## src/hdl/jlp_pkg.sv

```systemverilog
package jlp_pkg;

  localparam int jlp_ports = 3;

  // Bridge controller states.
  typedef enum logic [3:0] {
    tlr, rti, sel_dr, cap_dr, sh_dr, ex1_dr, pa_dr, ex2_dr, up_dr,
    sel_ir, cap_ir, sh_ir, ex1_ir, pa_ir, ex2_ir, up_ir
  } jlp_tap_type;

  // Local port park and synchronisation states.
  typedef enum logic [3:0] {
    pk_tlr, pk_rti, pk_pdr, pk_pir, wt_rti, wt_pdr, wt_pir,
    pk_active, go_pause
  } jlp_park_type;

  // Instruction codes.
  localparam logic [7:0] idcode_instr = 8'haa;
  localparam logic [7:0] bypass_instr = 8'hff;
  localparam logic [7:0] mode_select_instr = 8'h8e;
  localparam logic [7:0] group_select_instr = 8'h03;
  localparam logic [7:0] signature_select_instr = 8'h0c;
  localparam logic [7:0] counter_select_instr = 8'h0d;
  localparam logic [7:0] counter_enable_instr = 8'h0e;
  localparam logic [7:0] counter_disable_instr = 8'h0f;
  localparam logic [7:0] park_idle_instr = 8'h84;
  localparam logic [7:0] park_reset_instr = 8'h85;
  localparam logic [7:0] park_pause_instr = 8'h86;
  localparam logic [7:0] unpark_instr = 8'h87;
  localparam logic [7:0] local_soft_reset_instr = 8'h88;

  // Reset values and capture constants.
  localparam logic [1:0] multicast_group_reset = 2'h0;
  localparam logic [7:0] instruction_reg_reset = 8'haa;
  localparam logic [7:0] chain_mode_reset = 8'h01;
  localparam logic [15:0] signature_compactor_reset = 16'h0000;
  localparam logic [31:0] test_clock_countdown_reset = 32'h00000000;
  localparam logic [7:0] ir_capture = 8'h01;

  // Mode register fields.
  localparam logic [7:0] mode_write_mask = 8'h1f;
  localparam int mode_stop_bit = 3;
  localparam int mode_loop_bit = 4;
  localparam int mode_done_bit = 7;

  localparam logic [2:0] tms_reset_pulses = 3'h5;

  typedef struct packed {
    logic backplane_test_clock;
    logic backplane_mode_select;
    logic backplane_tdi;
    logic test_reset_n;
    logic [jlp_ports-1:0] local_tdo_in;
  } jlp_pins_type;

  typedef struct packed {
    logic local_test_clock;
    logic local_mode_select;
    logic local_tdi_out;
  } jlp_lport_type;

endpackage : jlp_pkg

```

## src/hdl/jlp_bridge.sv

```systemverilog
// Function
// - Mode bit 7 shows counter terminal count.
// - Self test starts edge after Update-DR.
// - Five high mode-select pulses or pin reset.
// - Level-one reset parks all ports, inits registers.
// - Register reset values AA, 01, zeros.
// - Soft reset drives all local mode-selects high.
// - Park-in-reset resets port; others unpark first.
// - Idle ports parked in one of four states.
// - Reset park drives high, others low.
// - Unparked port activates at its sync state.
// - Reset-parked port goes low on falling edge.
// - Local mode-select follows backplane after idle.
// - Ports synchronise independently; pause waits for pause.
// - Mode bits 0-2 pick chain at unpark.
// - Bit 4 loopback; pad after each port.
// - Terminal count stops parked local clocks low.
// - Bit 3 stops parked local clocks.
module jlp_bridge #(
  parameter logic [31:0] id_code = 32'h00000001
) (
  // Clock and reset.
  input wire logic ref_clk,
  input wire logic rst,
  // Backplane and local pins.
  input wire jlp_pkg::jlp_pins_type pins,
  output logic tdob,
  output logic tdob_oe_n,
  output wire jlp_pkg::jlp_lport_type [jlp_pkg::jlp_ports-1:0] lport
);
  import jlp_pkg::*;

  // The value of id_code is arbitrary.

  function automatic jlp_tap_type tap_next(jlp_tap_type s, logic m);
    case (s)
      tlr: tap_next = m ? tlr : rti;
      rti: tap_next = m ? sel_dr : rti;
      sel_dr: tap_next = m ? sel_ir : cap_dr;
      cap_dr: tap_next = m ? ex1_dr : sh_dr;
      sh_dr: tap_next = m ? ex1_dr : sh_dr;
      ex1_dr: tap_next = m ? up_dr : pa_dr;
      pa_dr: tap_next = m ? ex2_dr : pa_dr;
      ex2_dr: tap_next = m ? up_dr : sh_dr;
      up_dr: tap_next = m ? sel_dr : rti;
      sel_ir: tap_next = m ? tlr : cap_ir;
      cap_ir: tap_next = m ? ex1_ir : sh_ir;
      sh_ir: tap_next = m ? ex1_ir : sh_ir;
      ex1_ir: tap_next = m ? up_ir : pa_ir;
      pa_ir: tap_next = m ? ex2_ir : pa_ir;
      ex2_ir: tap_next = m ? up_ir : sh_ir;
      up_ir: tap_next = m ? sel_dr : rti;
      default: tap_next = tlr;
    endcase
  endfunction : tap_next

  function automatic logic is_parked(jlp_park_type s);
    is_parked = (s != pk_active) && (s != go_pause);
  endfunction : is_parked

  function automatic logic [5:0] dr_len(logic [7:0] code);
    case (code)
      mode_select_instr: dr_len = 6'h08;
      group_select_instr: dr_len = 6'h02;
      signature_select_instr: dr_len = 6'h10;
      counter_select_instr, idcode_instr: dr_len = 6'h20;
      default: dr_len = 6'h01;
    endcase
  endfunction : dr_len

  //////////////////////////////////////////////////////////////////////
  jlp_pins_type pins_m;
  jlp_pins_type pins_s;
  logic tck_d;
  logic rise;
  logic fall;
  jlp_tap_type tap;
  jlp_tap_type next_tap;
  logic lvl1;
  logic [2:0] hi_cnt;

  // The first stage is read by the second stage only.
  always_ff @(posedge ref_clk) begin
    pins_m <= pins;
    pins_s <= pins_m;
  end

  // Cleared to the idle low level so no false edge follows reset.
  always_ff @(posedge ref_clk) begin
    if (rst) begin
      tck_d <= 1'b0;
    end else begin
      tck_d <= pins_s.backplane_test_clock;
    end
  end

  assign rise = pins_s.backplane_test_clock & ~tck_d;
  assign fall = ~pins_s.backplane_test_clock & tck_d;
  assign next_tap = tap_next(tap, pins_s.backplane_mode_select);
  assign lvl1 = rst | ~pins_s.test_reset_n | (tap == tlr);

  always_ff @(posedge ref_clk) begin
    if (rst || !pins_s.test_reset_n) begin
      tap <= tlr;
    end else if (rise) begin
      tap <= next_tap;
    end
  end

  always_ff @(posedge ref_clk) begin
    if (rst) begin
      hi_cnt <= 3'h0;
    end else if (rise) begin
      if (!pins_s.backplane_mode_select) begin
        hi_cnt <= 3'h0;
      end else if (hi_cnt != tms_reset_pulses) begin
        hi_cnt <= hi_cnt + 3'h1;
      end
    end
  end

  a_tms_five_reset: assert property (@(posedge ref_clk) disable iff (rst)
    (hi_cnt == tms_reset_pulses) |-> (tap == tlr))
    else $error("controller not in reset after five high pulses");

  //////////////////////////////////////////////////////////////////////
  logic [7:0] instruction_reg;
  logic [7:0] ir_sh;
  logic [31:0] dr_sh;
  logic [7:0] chain_mode;
  logic [1:0] multicast_group;
  logic [15:0] signature_compactor;
  logic [31:0] test_clock_countdown;
  logic cnt_on;
  logic cnt_arm;
  logic cnt_done;
  logic dec_en;
  logic [jlp_ports-1:0] parked;

  assign cnt_done = cnt_on && (test_clock_countdown == 32'h0);
  assign dec_en = cnt_on && cnt_arm && !cnt_done && (|parked);

  always_ff @(posedge ref_clk) begin
    if (lvl1) begin
      instruction_reg <= instruction_reg_reset;
      ir_sh <= instruction_reg_reset;
    end else if (rise) begin
      case (tap)
        cap_ir: ir_sh <= ir_capture;
        sh_ir: ir_sh <= {pins_s.backplane_tdi, ir_sh[7:1]};
        up_ir: instruction_reg <= ir_sh;
        default: ir_sh <= ir_sh;
      endcase
    end
  end

  always_ff @(posedge ref_clk) begin
    if (lvl1) begin
      dr_sh <= 32'h0;
    end else if (rise && tap == cap_dr) begin
      case (instruction_reg)
        mode_select_instr: dr_sh <= {24'h0, cnt_done, chain_mode[6:0]};
        group_select_instr: dr_sh <= {30'h0, multicast_group};
        signature_select_instr: dr_sh <= {16'h0, signature_compactor};
        counter_select_instr: dr_sh <= test_clock_countdown;
        idcode_instr: dr_sh <= id_code;
        default: dr_sh <= 32'h0;
      endcase
    end else if (rise && tap == sh_dr) begin
      dr_sh <= (dr_sh >> 1) | ({31'h0, pins_s.backplane_tdi}
        << (dr_len(instruction_reg) - 6'h01));
    end
  end

  a_done_bit_capture: assert property (@(posedge ref_clk) disable iff (rst)
    (rise && !lvl1 && tap == cap_dr && cnt_done
      && instruction_reg == mode_select_instr) |=> dr_sh[mode_done_bit])
    else $error("mode bit 7 not set at terminal count");

  always_ff @(posedge ref_clk) begin
    if (lvl1) begin
      chain_mode <= chain_mode_reset;
      multicast_group <= multicast_group_reset;
      signature_compactor <= signature_compactor_reset;
    end else if (rise && tap == up_dr) begin
      case (instruction_reg)
        mode_select_instr: chain_mode <= dr_sh[7:0] & mode_write_mask;
        group_select_instr: multicast_group <= dr_sh[1:0];
        signature_select_instr: signature_compactor <= dr_sh[15:0];
        default: chain_mode <= chain_mode;
      endcase
    end
  end

  a_level1_values: assert property (@(posedge ref_clk) disable iff (rst)
    (!pins_s.test_reset_n) |=> (instruction_reg == instruction_reg_reset)
      && (chain_mode == chain_mode_reset)
      && (test_clock_countdown == test_clock_countdown_reset))
    else $error("registers not initialised by level one reset");

  // Self test runs only after the count has been loaded, so a stale
  // count left by an earlier run does not start on its own.
  always_ff @(posedge ref_clk) begin
    if (lvl1) begin
      test_clock_countdown <= test_clock_countdown_reset;
      cnt_on <= 1'b0;
      cnt_arm <= 1'b0;
    end else if (rise) begin
      if (tap == up_ir && ir_sh == counter_enable_instr) begin
        cnt_on <= 1'b1;
      end
      if (tap == up_ir && ir_sh == counter_disable_instr) begin
        cnt_on <= 1'b0;
        cnt_arm <= 1'b0;
      end
      if (tap == up_dr && instruction_reg == counter_select_instr) begin
        test_clock_countdown <= dr_sh;
        cnt_arm <= 1'b1;
      end else if (dec_en) begin
        test_clock_countdown <= test_clock_countdown - 32'h1;
      end
    end
  end

  a_start_after_upd: assert property (@(posedge ref_clk) disable iff (lvl1)
    (rise && tap == up_dr && instruction_reg == counter_select_instr)
      |=> cnt_arm)
    else $error("self test not armed after update");

  a_count_step: assert property (@(posedge ref_clk) disable iff (lvl1)
    (rise && dec_en && tap != up_dr && tap != up_ir) |=>
      (test_clock_countdown == $past(test_clock_countdown) - 32'h1))
    else $error("counter did not step by one");

  //////////////////////////////////////////////////////////////////////
  jlp_park_type pst [jlp_ports];
  logic [jlp_ports-1:0] run_q;
  logic [jlp_ports-1:0] tck_q;
  logic [jlp_ports-1:0] tms_q;
  logic [jlp_ports-1:0] tdo_q;
  logic [jlp_ports-1:0] pad;
  logic [jlp_ports-1:0] src;
  logic chain_out;

  // Pads follow each inserted port; loopback never inserts one.
  always_comb begin
    chain_out = (tap == sh_ir) ? ir_sh[0] : dr_sh[0];
    for (int i = 0; i < jlp_ports; i++) begin
      src[i] = chain_out;
      if (!parked[i]) begin
        chain_out = pad[i];
      end
    end
  end

  always_ff @(posedge ref_clk) begin
    if (rst) begin
      tdob <= 1'b0;
      tdob_oe_n <= 1'b1;
    end else if (fall) begin
      tdob <= chain_out;
      tdob_oe_n <= !(tap == sh_dr || tap == sh_ir);
    end
  end

  for (genvar i = 0; i < jlp_ports; i++) begin : g_port
    logic pick;
    assign pick = chain_mode[i] && !chain_mode[mode_loop_bit];
    assign parked[i] = is_parked(pst[i]);

    always_ff @(posedge ref_clk) begin
      if (lvl1) begin
        pst[i] <= pk_tlr;
      end else if (rise && tap == up_ir) begin
        case (ir_sh)
          local_soft_reset_instr: pst[i] <= pk_tlr;
          park_reset_instr: begin
            if (pst[i] == pk_active || pst[i] == pk_tlr) begin
              pst[i] <= pk_tlr;
            end
          end
          park_idle_instr: begin
            if (!parked[i]) begin
              pst[i] <= pk_rti;
            end
          end
          park_pause_instr: begin
            if (pst[i] == pk_active) begin
              pst[i] <= go_pause;
            end
          end
          unpark_instr: begin
            if (pick && (pst[i] == pk_tlr || pst[i] == pk_rti)) begin
              pst[i] <= wt_rti;
            end else if (pick && pst[i] == pk_pdr) begin
              pst[i] <= wt_pdr;
            end else if (pick && pst[i] == pk_pir) begin
              pst[i] <= wt_pir;
            end
          end
          default: pst[i] <= pst[i];
        endcase
      end else if (rise) begin
        case (pst[i])
          wt_rti: if (next_tap == rti) pst[i] <= pk_active;
          wt_pdr: if (next_tap == pa_dr) pst[i] <= pk_active;
          wt_pir: if (next_tap == pa_ir) pst[i] <= pk_active;
          go_pause: begin
            if (next_tap == pa_dr) begin
              pst[i] <= pk_pdr;
            end else if (next_tap == pa_ir) begin
              pst[i] <= pk_pir;
            end
          end
          default: pst[i] <= pst[i];
        endcase
      end
    end

    // Outside level-one reset, mode select and the enable of the local clock
    // change only on the falling backplane edge, so a local high phase is never cut short.
    always_ff @(posedge ref_clk) begin
      if (lvl1) begin
        tms_q[i] <= 1'b1;
        run_q[i] <= 1'b1;
        tdo_q[i] <= 1'b0;
      end else if (fall) begin
        if (pst[i] == pk_tlr) begin
          tms_q[i] <= 1'b1;
        end else if (parked[i]) begin
          tms_q[i] <= 1'b0;
        end else begin
          tms_q[i] <= pins_s.backplane_mode_select;
        end
        run_q[i] <= !(parked[i] && chain_mode[mode_stop_bit])
          && !(parked[i] && cnt_done);
        tdo_q[i] <= src[i];
      end
    end

    always_ff @(posedge ref_clk) begin
      if (rst) begin
        tck_q[i] <= 1'b0;
        pad[i] <= 1'b0;
      end else begin
        tck_q[i] <= pins_s.backplane_test_clock && run_q[i];
        if (rise) begin
          pad[i] <= pins_s.local_tdo_in[i];
        end
      end
    end

    assign lport[i].local_test_clock = tck_q[i];
    assign lport[i].local_mode_select = tms_q[i];
    assign lport[i].local_tdi_out = tdo_q[i];
  end

  a_reset_park_high: assert property (@(posedge ref_clk) disable iff (lvl1)
    (fall && pst[0] == pk_tlr) |=> lport[0].local_mode_select)
    else $error("reset parked port not held high");

  a_idle_park_low: assert property (@(posedge ref_clk) disable iff (lvl1)
    (fall && pst[0] == pk_rti) |=> !lport[0].local_mode_select)
    else $error("idle parked port not held low");

  a_sync_at_idle: assert property (@(posedge ref_clk) disable iff (lvl1)
    (rise && tap != up_ir && pst[0] == wt_rti && next_tap == rti)
      |=> (pst[0] == pk_active))
    else $error("port not active after idle sync");

  a_pause_waits: assert property (@(posedge ref_clk) disable iff (lvl1)
    (rise && tap != up_ir && pst[0] == wt_pdr && next_tap != pa_dr)
      |=> (pst[0] == wt_pdr))
    else $error("pause parked port joined early");

  a_stop_clock_low: assert property (@(posedge ref_clk) disable iff (lvl1)
    (fall && parked[0] && cnt_done) |=> ##1 !lport[0].local_test_clock
      )
    else $error("local clock running after terminal count");

endmodule : jlp_bridge

```

## config.mk

```make
export PLATFORM = sky130hd
export DESIGN_NAME = jlp_bridge
export DESIGN_NICKNAME = d
export VERILOG_FILES = /design/src/hdl/jlp_pkg.sv /design/src/hdl/jlp_bridge.sv
export SDC_FILE = /design/constraint.sdc
export NUM_CORES = 1
export LEC_CHECK = 0
export BUFFER_PORTS_ARGS = -buffer_cell sky130_fd_sc_hd__clkbuf_2
export CELL_PAD_IN_SITES_DETAIL_PLACEMENT = 1
export CELL_PAD_IN_SITES_GLOBAL_PLACEMENT = 2
export CORE_MARGIN = 3
export CORE_UTILIZATION = 35
export CTS_CLUSTER_DIAMETER = 120
export DETAILED_ROUTE_END_ITERATION = 10
export PLACE_DENSITY_LB_ADDON = 0.08
export SLEW_MARGIN = 0
export SYNTH_ARGS = -nofsm -noshare
export SYNTH_HDL_FRONTEND = slang
export SYNTH_SLANG_ARGS = --single-unit
```

## constraint.sdc

```tcl
create_clock -name ref_clk -period 4.32 [get_ports ref_clk]
set_input_delay 0.216 -clock ref_clk [delete_from_list [all_inputs] [get_ports ref_clk]]
set_output_delay 0.216 -clock ref_clk [all_outputs]
set_load 0.005 [all_outputs]
```

==> impl_metrics.ini, run 1 <==
[logic_synthesis]
yosysWarnings = 0
yosys_register_bits = 153
async_flop_share = 0
synth_edf_count = 12
ys_dominant_reg_cell = dfxtp_1
syn_area_um2 = 7900
syn_inst = 1017
netlist-cell-type-count = 71
yosysSeqAreaShare = 0.403
postSynthAreaPerCell_um2 = 7.77
synth_nets = 1028

[floorplanning]
die_area_um2 = 24400
initial_utilization = 0.359
die_x_um = 156
ios = 20
fp.dieH_um = 156
core_area_um2 = 22000
num_rows = 54

[power_and_ir_drop]
p_per_area_nw_per_um2 = 340
finalPower_w = 0.00303
p_leak_nw = 3.10
ir_worst_vdd_v = 0.000201

[timing]
drv_slew = 0
rsz0062_at_grt = no
finalCriticalPeriod_ns = 3.50
finalHoldViolCount = 0
setup-violations-final = 0
fin_setup_tns_ns = 0
fin_skew_ns = 0.00949
period_share = 0.809
max-slew-margin-rel = 0.286
fmax_mhz = 286
tightest_slew_ns = 1.06
setup_slack_ns = 0.824

[layout]
area_delta_synth_final_pct = 13.0
num_antenna_cells = 0
fin_util = 0.405
reg_top3 = dr_sh: 32 flops, test_clock_countdown: 32 flops, signature_compactor: 16 flops
layout.area.seq_um2 = 3180
fillCellCount = 2668
drive_gt1_frac = 0.116
final_cell_area_um2 = 8920
multi_input_area_um2 = 4370
final_common_cell = dfxtp_1
final_cell_mix = 141 x dfxtp_1, 140 x nand2_1, 115 x a21oi_1
fin_nets = 1016

[clock_network]
clk_latency_ns = 0.43
path_clk_slew_ns = 0.07
cts_resized = 0
ctsRootBufferMaster = clkbuf_16
htree_levels = 4
cts_hold_buf = 7
cts_buffer_depth = 2
cts_sinks = 153
cts_tree = yes
cts_made_buffers = 17
post_cts_buffers = 0

[placed_design]
dp_hpwl_um = 18900
gp_congestion = 0.821
portBuffers = 19
place_area_um2 = 8270
dp_slack_ns = 0.842

[routing]
avgViaCountPerCell = 5.89
ant_nets = 0
drt-initial-drc-count = 522
drc_errors = 0
vias = 7640
firstDrtPassIters = 4
avgRoutedWirePerCell_um = 21.3
wl_um = 27600

[critical_path]
cp_slowest_stage_delay_ns = 0.60
cp_data_required_time_ns = 4.64
crit_family = simple AND/OR/NAND/NOR gates
critPathBufInv = 2
cp.arrival_ns = 3.82
path_cells = inv_1 -> ha_1 -> or4b_4 -> or4_4 -> or4_4 -> a21boi_4 -> buf_4 -> nor3_1 -> a31o_2
endpoint_kind = flip-flop
startpoint_type = flip-flop
critPathMostFrequentCell = or4_4
cp_slowest_cell = or4_4
critical_path_class = reg -> reg
path_max_fanout = 14

[job]
drv_cap = 0

[global_route]
grt_pass1_wl_um = 45200
gr-usage-met1 = 0.360
grt.busiest_layer = met1
grt.total_usage = 0.234
grt_util_met3 = 0.0304
antenna_found_initial = 0
grt_pass1_vias = 7681
grt_max_degree = 75
use_met2 = 0.350
overflow = 0

[hold_path]
hp-class = in -> reg

[status]
outcome = complete, no violations
==> report_power, final <==
part / total [W] / internal [W] / switching, W
logic: 0.0000856 / 0.0000310 / 0.0000546
registers: 0.00146 / 0.00144 / 0.0000178
clock network: 0.00149 / 0.000823 / 0.000662
total: 0.00303 / 0.00230 / 0.000735
==> routing by layer <==
layer | part of all wire | up-vias | wire length, um
met5 | 0 | - | 0
met4 | 0.0088 | 0 | 243
met3 | 0.033 | 20 | 925
met2 | 0.43 | 116 | 11800
met1 | 0.53 | 3792 | 14600
li1 | - | 3712 | -
==> final timing paths <==
kind	from	endpoint	depth (start not counted)	slack (ns)
max	test_clock_countdown[0]$_SDFFE_PN0P_	test_clock_countdown[9]$_SDFFE_PN0P_	9	0.82
max reg2reg	test_clock_countdown[0]$_SDFFE_PN0P_	test_clock_countdown[9]$_SDFFE_PN0P_	9	0.82
min	rst	tdob$_SDFFE_PP0P_	2	0.07
min reg2reg	pins_m[4]$_DFF_P_	pins_s[4]$_DFF_P_	0	0.33
==> cell type report <==
| cell class | instances | area share |
|---|---|---|
| Clock buffer | 19 | 0.0496 |
| Clock inverter | 13 | 0.0150 |
| Inverter | 14 | 0.00589 |
| Multi-Input combinational cell | 768 | 0.490 |
| Sequential cell | 153 | 0.357 |
| Tap cell | 280 | 0.0393 |
| Timing Repair Buffer | 51 | 0.0438 |
==> kinds of logic (layout without fill, tap and decap cells) <==
family | Yosys count | after routing | share of synthesized area
XOR/XNOR | 6 | 6 | 0.00665
multiplexers | 11 | 11 | 0.0146
AND/OR/NAND/NOR | 424 | 424 | 0.262
adder cells (fa/ha/maj) | 2 | 2 | 0.00317
AO/OA/AOI/OAI | 325 | 325 | 0.261
buffers and inverters | 96 | 97 | 0.0497
flip-flops | 153 | 153 | 0.403
==> through the flow <==
stage          hold WS (ns)  cells
2_1_floorplan         0.244   1017
3_3_place_gp          0.312   1259
3_5_place_dp          0.314   1259
4_1_cts              0.0551   1298
5_1_grt              0.0706   1298
6_report             0.0698   1298
==> worst reg2reg max path, stage by stage, from the launching register on <==
cell      delay, ns
dfxtp_1        0.35
inv_1          0.09
ha_1           0.20
or4b_4         0.50
or4_4          0.58
or4_4          0.60
a21boi_4       0.48
buf_4          0.28
nor3_1         0.07
a31o_2         0.24
==> synth_stat cells, types with 12 or more instances <==
cell type | instances | share of area
inv_1 | 14 | 0.0067
a221oi_1 | 21 | 0.023
nand2b_1 | 13 | 0.010
a21oi_1 | 116 | 0.074
nor4_1 | 13 | 0.010
nor2_1 | 79 | 0.038
nand2_1 | 140 | 0.067
edfxtp_1 | 12 | 0.046
dfxtp_1 | 141 | 0.36
clkbuf_1 | 68 | 0.032
o31ai_1 | 14 | 0.013
or3_1 | 12 | 0.0095
o21ai_0 | 68 | 0.043
nor3_1 | 50 | 0.032
nand3_1 | 46 | 0.029
Note: power is estimated with default switching activity, not from simulation.
==> inputs of run 2 (changes only) <==
Settings changed: CORE_UTILIZATION 35 to 34.
Clock period 4.32 ns to 2.9 ns, I/O delays scaled along.
==> impl_metrics.ini, run 2 (synthesis gave the netlist of run 1 again) <==
[status]
outcome = complete, no violations

[global_route]
antenna_found_initial = 0
grt_pass1_wl_um = 46400
grt_pass1_vias = 7961
overflow = 0
grt.total_usage = 0.237
grt_max_degree = 56

[timing]
setup-violations-final = 0
finalHoldViolCount = 0
rsz0062_at_grt = yes
tightest_slew_ns = 0.961
max-slew-margin-rel = 0.359
finalCriticalPeriod_ns = 2.89
fin_skew_ns = 0.00900
fmax_mhz = 346
drv_slew = 0
period_share = 0.998
setup_slack_ns = 0.00624

[clock_network]
cts_buffer_depth = 2
clk_latency_ns = 0.43
cts_sinks = 153
cts_made_buffers = 17
ctsRootBufferMaster = clkbuf_16
path_clk_slew_ns = 0.07
htree_levels = 4
cts_tree = yes

[critical_path]
startpoint_type = flip-flop
endpoint_kind = flip-flop
critPathBufInv = 3
cp_slowest_cell = or4_4
cp_data_required_time_ns = 3.28
path_max_fanout = 8
cp_slowest_stage_delay_ns = 0.56
critPathMostFrequentCell = or4_4
critical_path_class = reg -> reg
crit_family = simple AND/OR/NAND/NOR gates
cp.arrival_ns = 3.27
path_cells = inv_2 -> ha_4 -> or4b_4 -> or4_4 -> or4_4 -> buf_6 -> o2bb2ai_4 -> clkbuf_16 -> o21ai_0 -> a31o_1

[routing]
drt-initial-drc-count = 496
vias = 7968
ant_nets = 0
avgViaCountPerCell = 5.78
firstDrtPassIters = 5
drc_errors = 0
wl_um = 29100
avgRoutedWirePerCell_um = 21.2

[power_and_ir_drop]
finalPower_w = 0.00457
p_leak_nw = 3.55
p_per_area_nw_per_um2 = 469
ir_worst_vdd_v = 0.000291

[layout]
area_delta_synth_final_pct = 23.4
num_antenna_cells = 0
final_cell_area_um2 = 9740
fillCellCount = 2727
fin_util = 0.429
drive_gt1_frac = 0.192
reg_top3 = dr_sh: 32 flops, test_clock_countdown: 32 flops, signature_compactor: 16 flops
final_common_cell = dfxtp_1
final_cell_mix = 140 x dfxtp_1, 130 x nand2_1, 115 x a21oi_1
layout.cells.non_filler = 1378
fin_nets = 1091

[placed_design]
gp_congestion = 0.837
place_inst = 1329
place_area_um2 = 8790
dp_slack_ns = -0.0822
portBuffers = 19
dp_hpwl_um = 20000

[floorplanning]
die_x_um = 158
die_area_um2 = 25100
ios = 20
fp.dieH_um = 158
core_area_um2 = 22700
initial_utilization = 0.348
num_rows = 55

[hold_path]
hp-class = in -> reg

[job]
drv_cap = 0
[run 2: cell types whose count changed in the layout (fill, tap and decap cells not counted), moves of 4 or more]
cell,before,now
buf_4,22,83
o21ai_1,6,14
nand2_4,0,4
nand2_2,0,6
clkinv_4,6,2
clkbuf_16,17,22
o21ai_0,68,59
buf_6,0,5
buf_12,3,8
nand2_1,140,130
[run 2: cell type report]
class	instances	area (um^2)	share of cell area
clock inverter	13	129	0.0132
timing repair buffer	126	1100	0.113
sequential	153	3180	0.327
inverter	14	52.6	0.00539
multi-input combinational	768	4460	0.458
clock buffer	19	454	0.0466
tap	285	357	0.0366
[run 2: stage by stage]
step,hold slack (ns),TNS [ns]
floorplan,0.173,0
global placement,0.249,-0.0000757
detailed placement,0.250,-0.618
CTS,0.0442,0
global route,0.0643,-0.783
finish,0.0553,0
[run 2: repair_timing]
item,in CTS,in global routing
endpoints found under the setup margin,14,29
hold buffers,7,0
endpoints found under the hold margin,7,0
pin swaps,2,24
gates cloned,0,4
buffers inserted,5,1
gates resized for setup,1,40
[run 2: final timing paths]
kind                                                      startpoint                                     to  slack, ns  cells past startpoint
worst max-delay path            test_clock_countdown[1]$_SDFFE_PN0P_  test_clock_countdown[17]$_SDFFE_PN0P_      0.006                     10
worst min register to register                     pins_m[5]$_DFF_P_                      pins_s[5]$_DFF_P_       0.33                      0
worst max register to register  test_clock_countdown[1]$_SDFFE_PN0P_  test_clock_countdown[17]$_SDFFE_PN0P_      0.006                     10
worst min-delay path                                             rst                    pad[2]$_SDFFE_PP0P_       0.06                      3
[run 2: metal layers]
metal  vias up  routed length (um)  GRT usage
li1       3864                   -          -
met2       148               12600      0.356
met1      3932               15000      0.356
met4         0                 410     0.0602
met3        24                1130     0.0332
met5         -                   0          0
[run 2: tightest hold or removal path, stage by stage]
cell,delay (ns)
clkbuf_2,0.08
buf_4,0.16
a21oi_1,0.05
[run 2: where the power goes]
part | internal (W) | switching [W] | total (W)
registers | 0.00215 | 0.0000185 | 0.00217
logic | 0.0000559 | 0.0000919 | 0.000148
clock network | 0.00125 | 0.00100 | 0.00225
total | 0.00346 | 0.00111 | 0.00457
==> inputs of run 3 (changes only) <==
Settings changed: HOLD_SLACK_MARGIN set to 0.1.
==> impl_metrics.ini, run 3 (synthesis gave the netlist of run 1 again) <==
[layout]
multi_input_area_um2 = 4460
fillCellCount = 2726
layout.area.seq_um2 = 3180
area_delta_synth_final_pct = 23.5
reg_top3 = dr_sh: 32 flops, test_clock_countdown: 32 flops, signature_compactor: 16 flops
drive_gt1_frac = 0.192
fin_nets = 1092
num_antenna_cells = 0
layout.cells.non_filler = 1379
final_common_cell = dfxtp_1
final_cell_mix = 140 x dfxtp_1, 130 x nand2_1, 115 x a21oi_1

[critical_path]
cp_data_required_time_ns = 3.28
cp.arrival_ns = 3.27
startpoint_type = flip-flop
critical_path_class = reg -> reg
endpoint_kind = flip-flop
path_max_fanout = 8
r2r-start = test_clock_countdown[1]$_SDFFE_PN0P_
reg2reg_slack_ns = 0.007
reg2reg_depth = 10
r2r-end = test_clock_countdown[17]$_SDFFE_PN0P_

[routing]
firstDrtPassIters = 5
drt-initial-drc-count = 478
ant_nets = 0
avgRoutedWirePerCell_um = 21.1
avgViaCountPerCell = 5.76
vias = 7943
wl_um = 29200
drc_errors = 0

[clock_network]
cts_buffer_depth = 2
htree_levels = 4
path_clk_slew_ns = 0.07
cts_tree = yes
clk_latency_ns = 0.43
cts_made_buffers = 17
ctsRootBufferMaster = clkbuf_16
cts_sinks = 153

[timing]
setup-violations-final = 0
finalCriticalPeriod_ns = 2.89
fmax_mhz = 346
fin_skew_ns = 0.00881
max-slew-margin-rel = 0.358
setup_slack_ns = 0.00721
drv_slew = 0
finalHoldViolCount = 0
tightest_slew_ns = 0.962
rsz0062_at_grt = yes
period_share = 0.998

[global_route]
grt.total_usage = 0.237
overflow = 0
antenna_found_initial = 0
grt_max_degree = 56
grt_pass1_wl_um = 46400
grt_pass1_vias = 7963

[floorplanning]
initial_utilization = 0.348
die_area_um2 = 25100
die_x_um = 158
ios = 20
core_area_um2 = 22700
num_rows = 55
fp.dieH_um = 158

[hold_path]
worstHoldPathCells = 0
hp-start = pins_m[5]$_DFF_P_
hp-class = reg -> reg
min_to = pins_s[5]$_DFF_P_

[placed_design]
portBuffers = 19
dp_hpwl_um = 20000
gp_congestion = 0.837
dp_slack_ns = -0.0822
place_inst = 1329

[power_and_ir_drop]
p_per_area_nw_per_um2 = 468
ir_worst_vdd_v = 0.000291
p_leak_nw = 3.56

[status]
outcome = complete, no violations

[job]
drv_cap = 0
## run 3: cell count changes in the layout (fill, tap and decap cells not counted)
| cell | before | now |
|---|---|---|
| dlygate4sd3_1 | 7 | 8 |
## run 3: cell type report
cell class | instances | area share
multi-input combinational | 768 | 0.457
tap | 285 | 0.0366
inverter | 14 | 0.00539
sequential | 153 | 0.327
clock buffer | 19 | 0.0466
clock inverter | 13 | 0.0132
timing repair buffer | 127 | 0.114
## run 3: worst max path at each step
| stage | cells past startpoint | to | start |
|---|---|---|---|
| 6_report | 10 | test_clock_countdown[17]$_SDFFE_PN0P_ | test_clock_countdown[1]$_SDFFE_PN0P_ |
| 5_1_grt | 10 | test_clock_countdown[9]$_SDFFE_PN0P_ | test_clock_countdown[1]$_SDFFE_PN0P_ |
| 4_1_cts | 10 | test_clock_countdown[14]$_SDFFE_PN0P_ | test_clock_countdown[0]$_SDFFE_PN0P_ |
| 3_5_place_dp | 9 | test_clock_countdown[9]$_SDFFE_PN0P_ | test_clock_countdown[0]$_SDFFE_PN0P_ |
| 3_3_place_gp | 9 | test_clock_countdown[6]$_SDFFE_PN0P_ | test_clock_countdown[0]$_SDFFE_PN0P_ |
| 2_1_floorplan | 10 | test_clock_countdown[11]$_SDFFE_PN0P_ | test_clock_countdown[0]$_SDFFE_PN0P_ |
## run 3: where the power goes
part           switching [W]  internal, W  leakage, nW  total (W)
Clock                0.00100      0.00125        0.277    0.00225
Combinational      0.0000923    0.0000568         1.99   0.000149
Sequential         0.0000185      0.00215         1.29    0.00217
Total                0.00111      0.00346         3.56    0.00457
## run 3: repair_timing
action / CTS / global route
pin swaps: 2 / 24
gates cloned: 0 / 4
hold endpoints to repair: 11 / 0
hold buffers: 8 / 0
setup endpoints to repair: 14 / 29
resized for setup: 1 / 40
setup buffers: 5 / 1
## run 3: per-stage QoR
stage,utilization,hold WS [ns],total power (W),TNS [ns],instance area (um^2)
2_1_floorplan,-,0.173,0.00229,0,7900
3_3_place_gp,0.387,0.249,0.00235,-0.0000757,8790
3_5_place_dp,0.387,0.250,0.00235,-0.618,8790
4_1_cts,0.419,0.331,0.00462,0,9510
5_1_grt,0.429,0.338,0.00473,-0.783,9750
6_report,0.429,0.330,0.00457,0,9750
## run 3: per-layer routing
layer / part of all wire / global-route usage / vias to the layer above
met5: 0 / 0 / -
met4: 0.014 / 0.0602 / 0
met3: 0.032 / 0.0332 / 26
met2: 0.43 / 0.356 / 124
met1: 0.52 / 0.356 / 3926
li1: - / - / 3867
## run 3: worst max-delay path, cell delays in order (launching register included)
cell and delay [ns]:
dfxtp_2 0.33, inv_2 0.07, ha_4 0.13, or4b_4 0.46
or4_4 0.50, or4_4 0.56, buf_6 0.15, o2bb2ai_4 0.19
clkbuf_16 0.22, o21ai_0 0.08, a31o_1 0.16
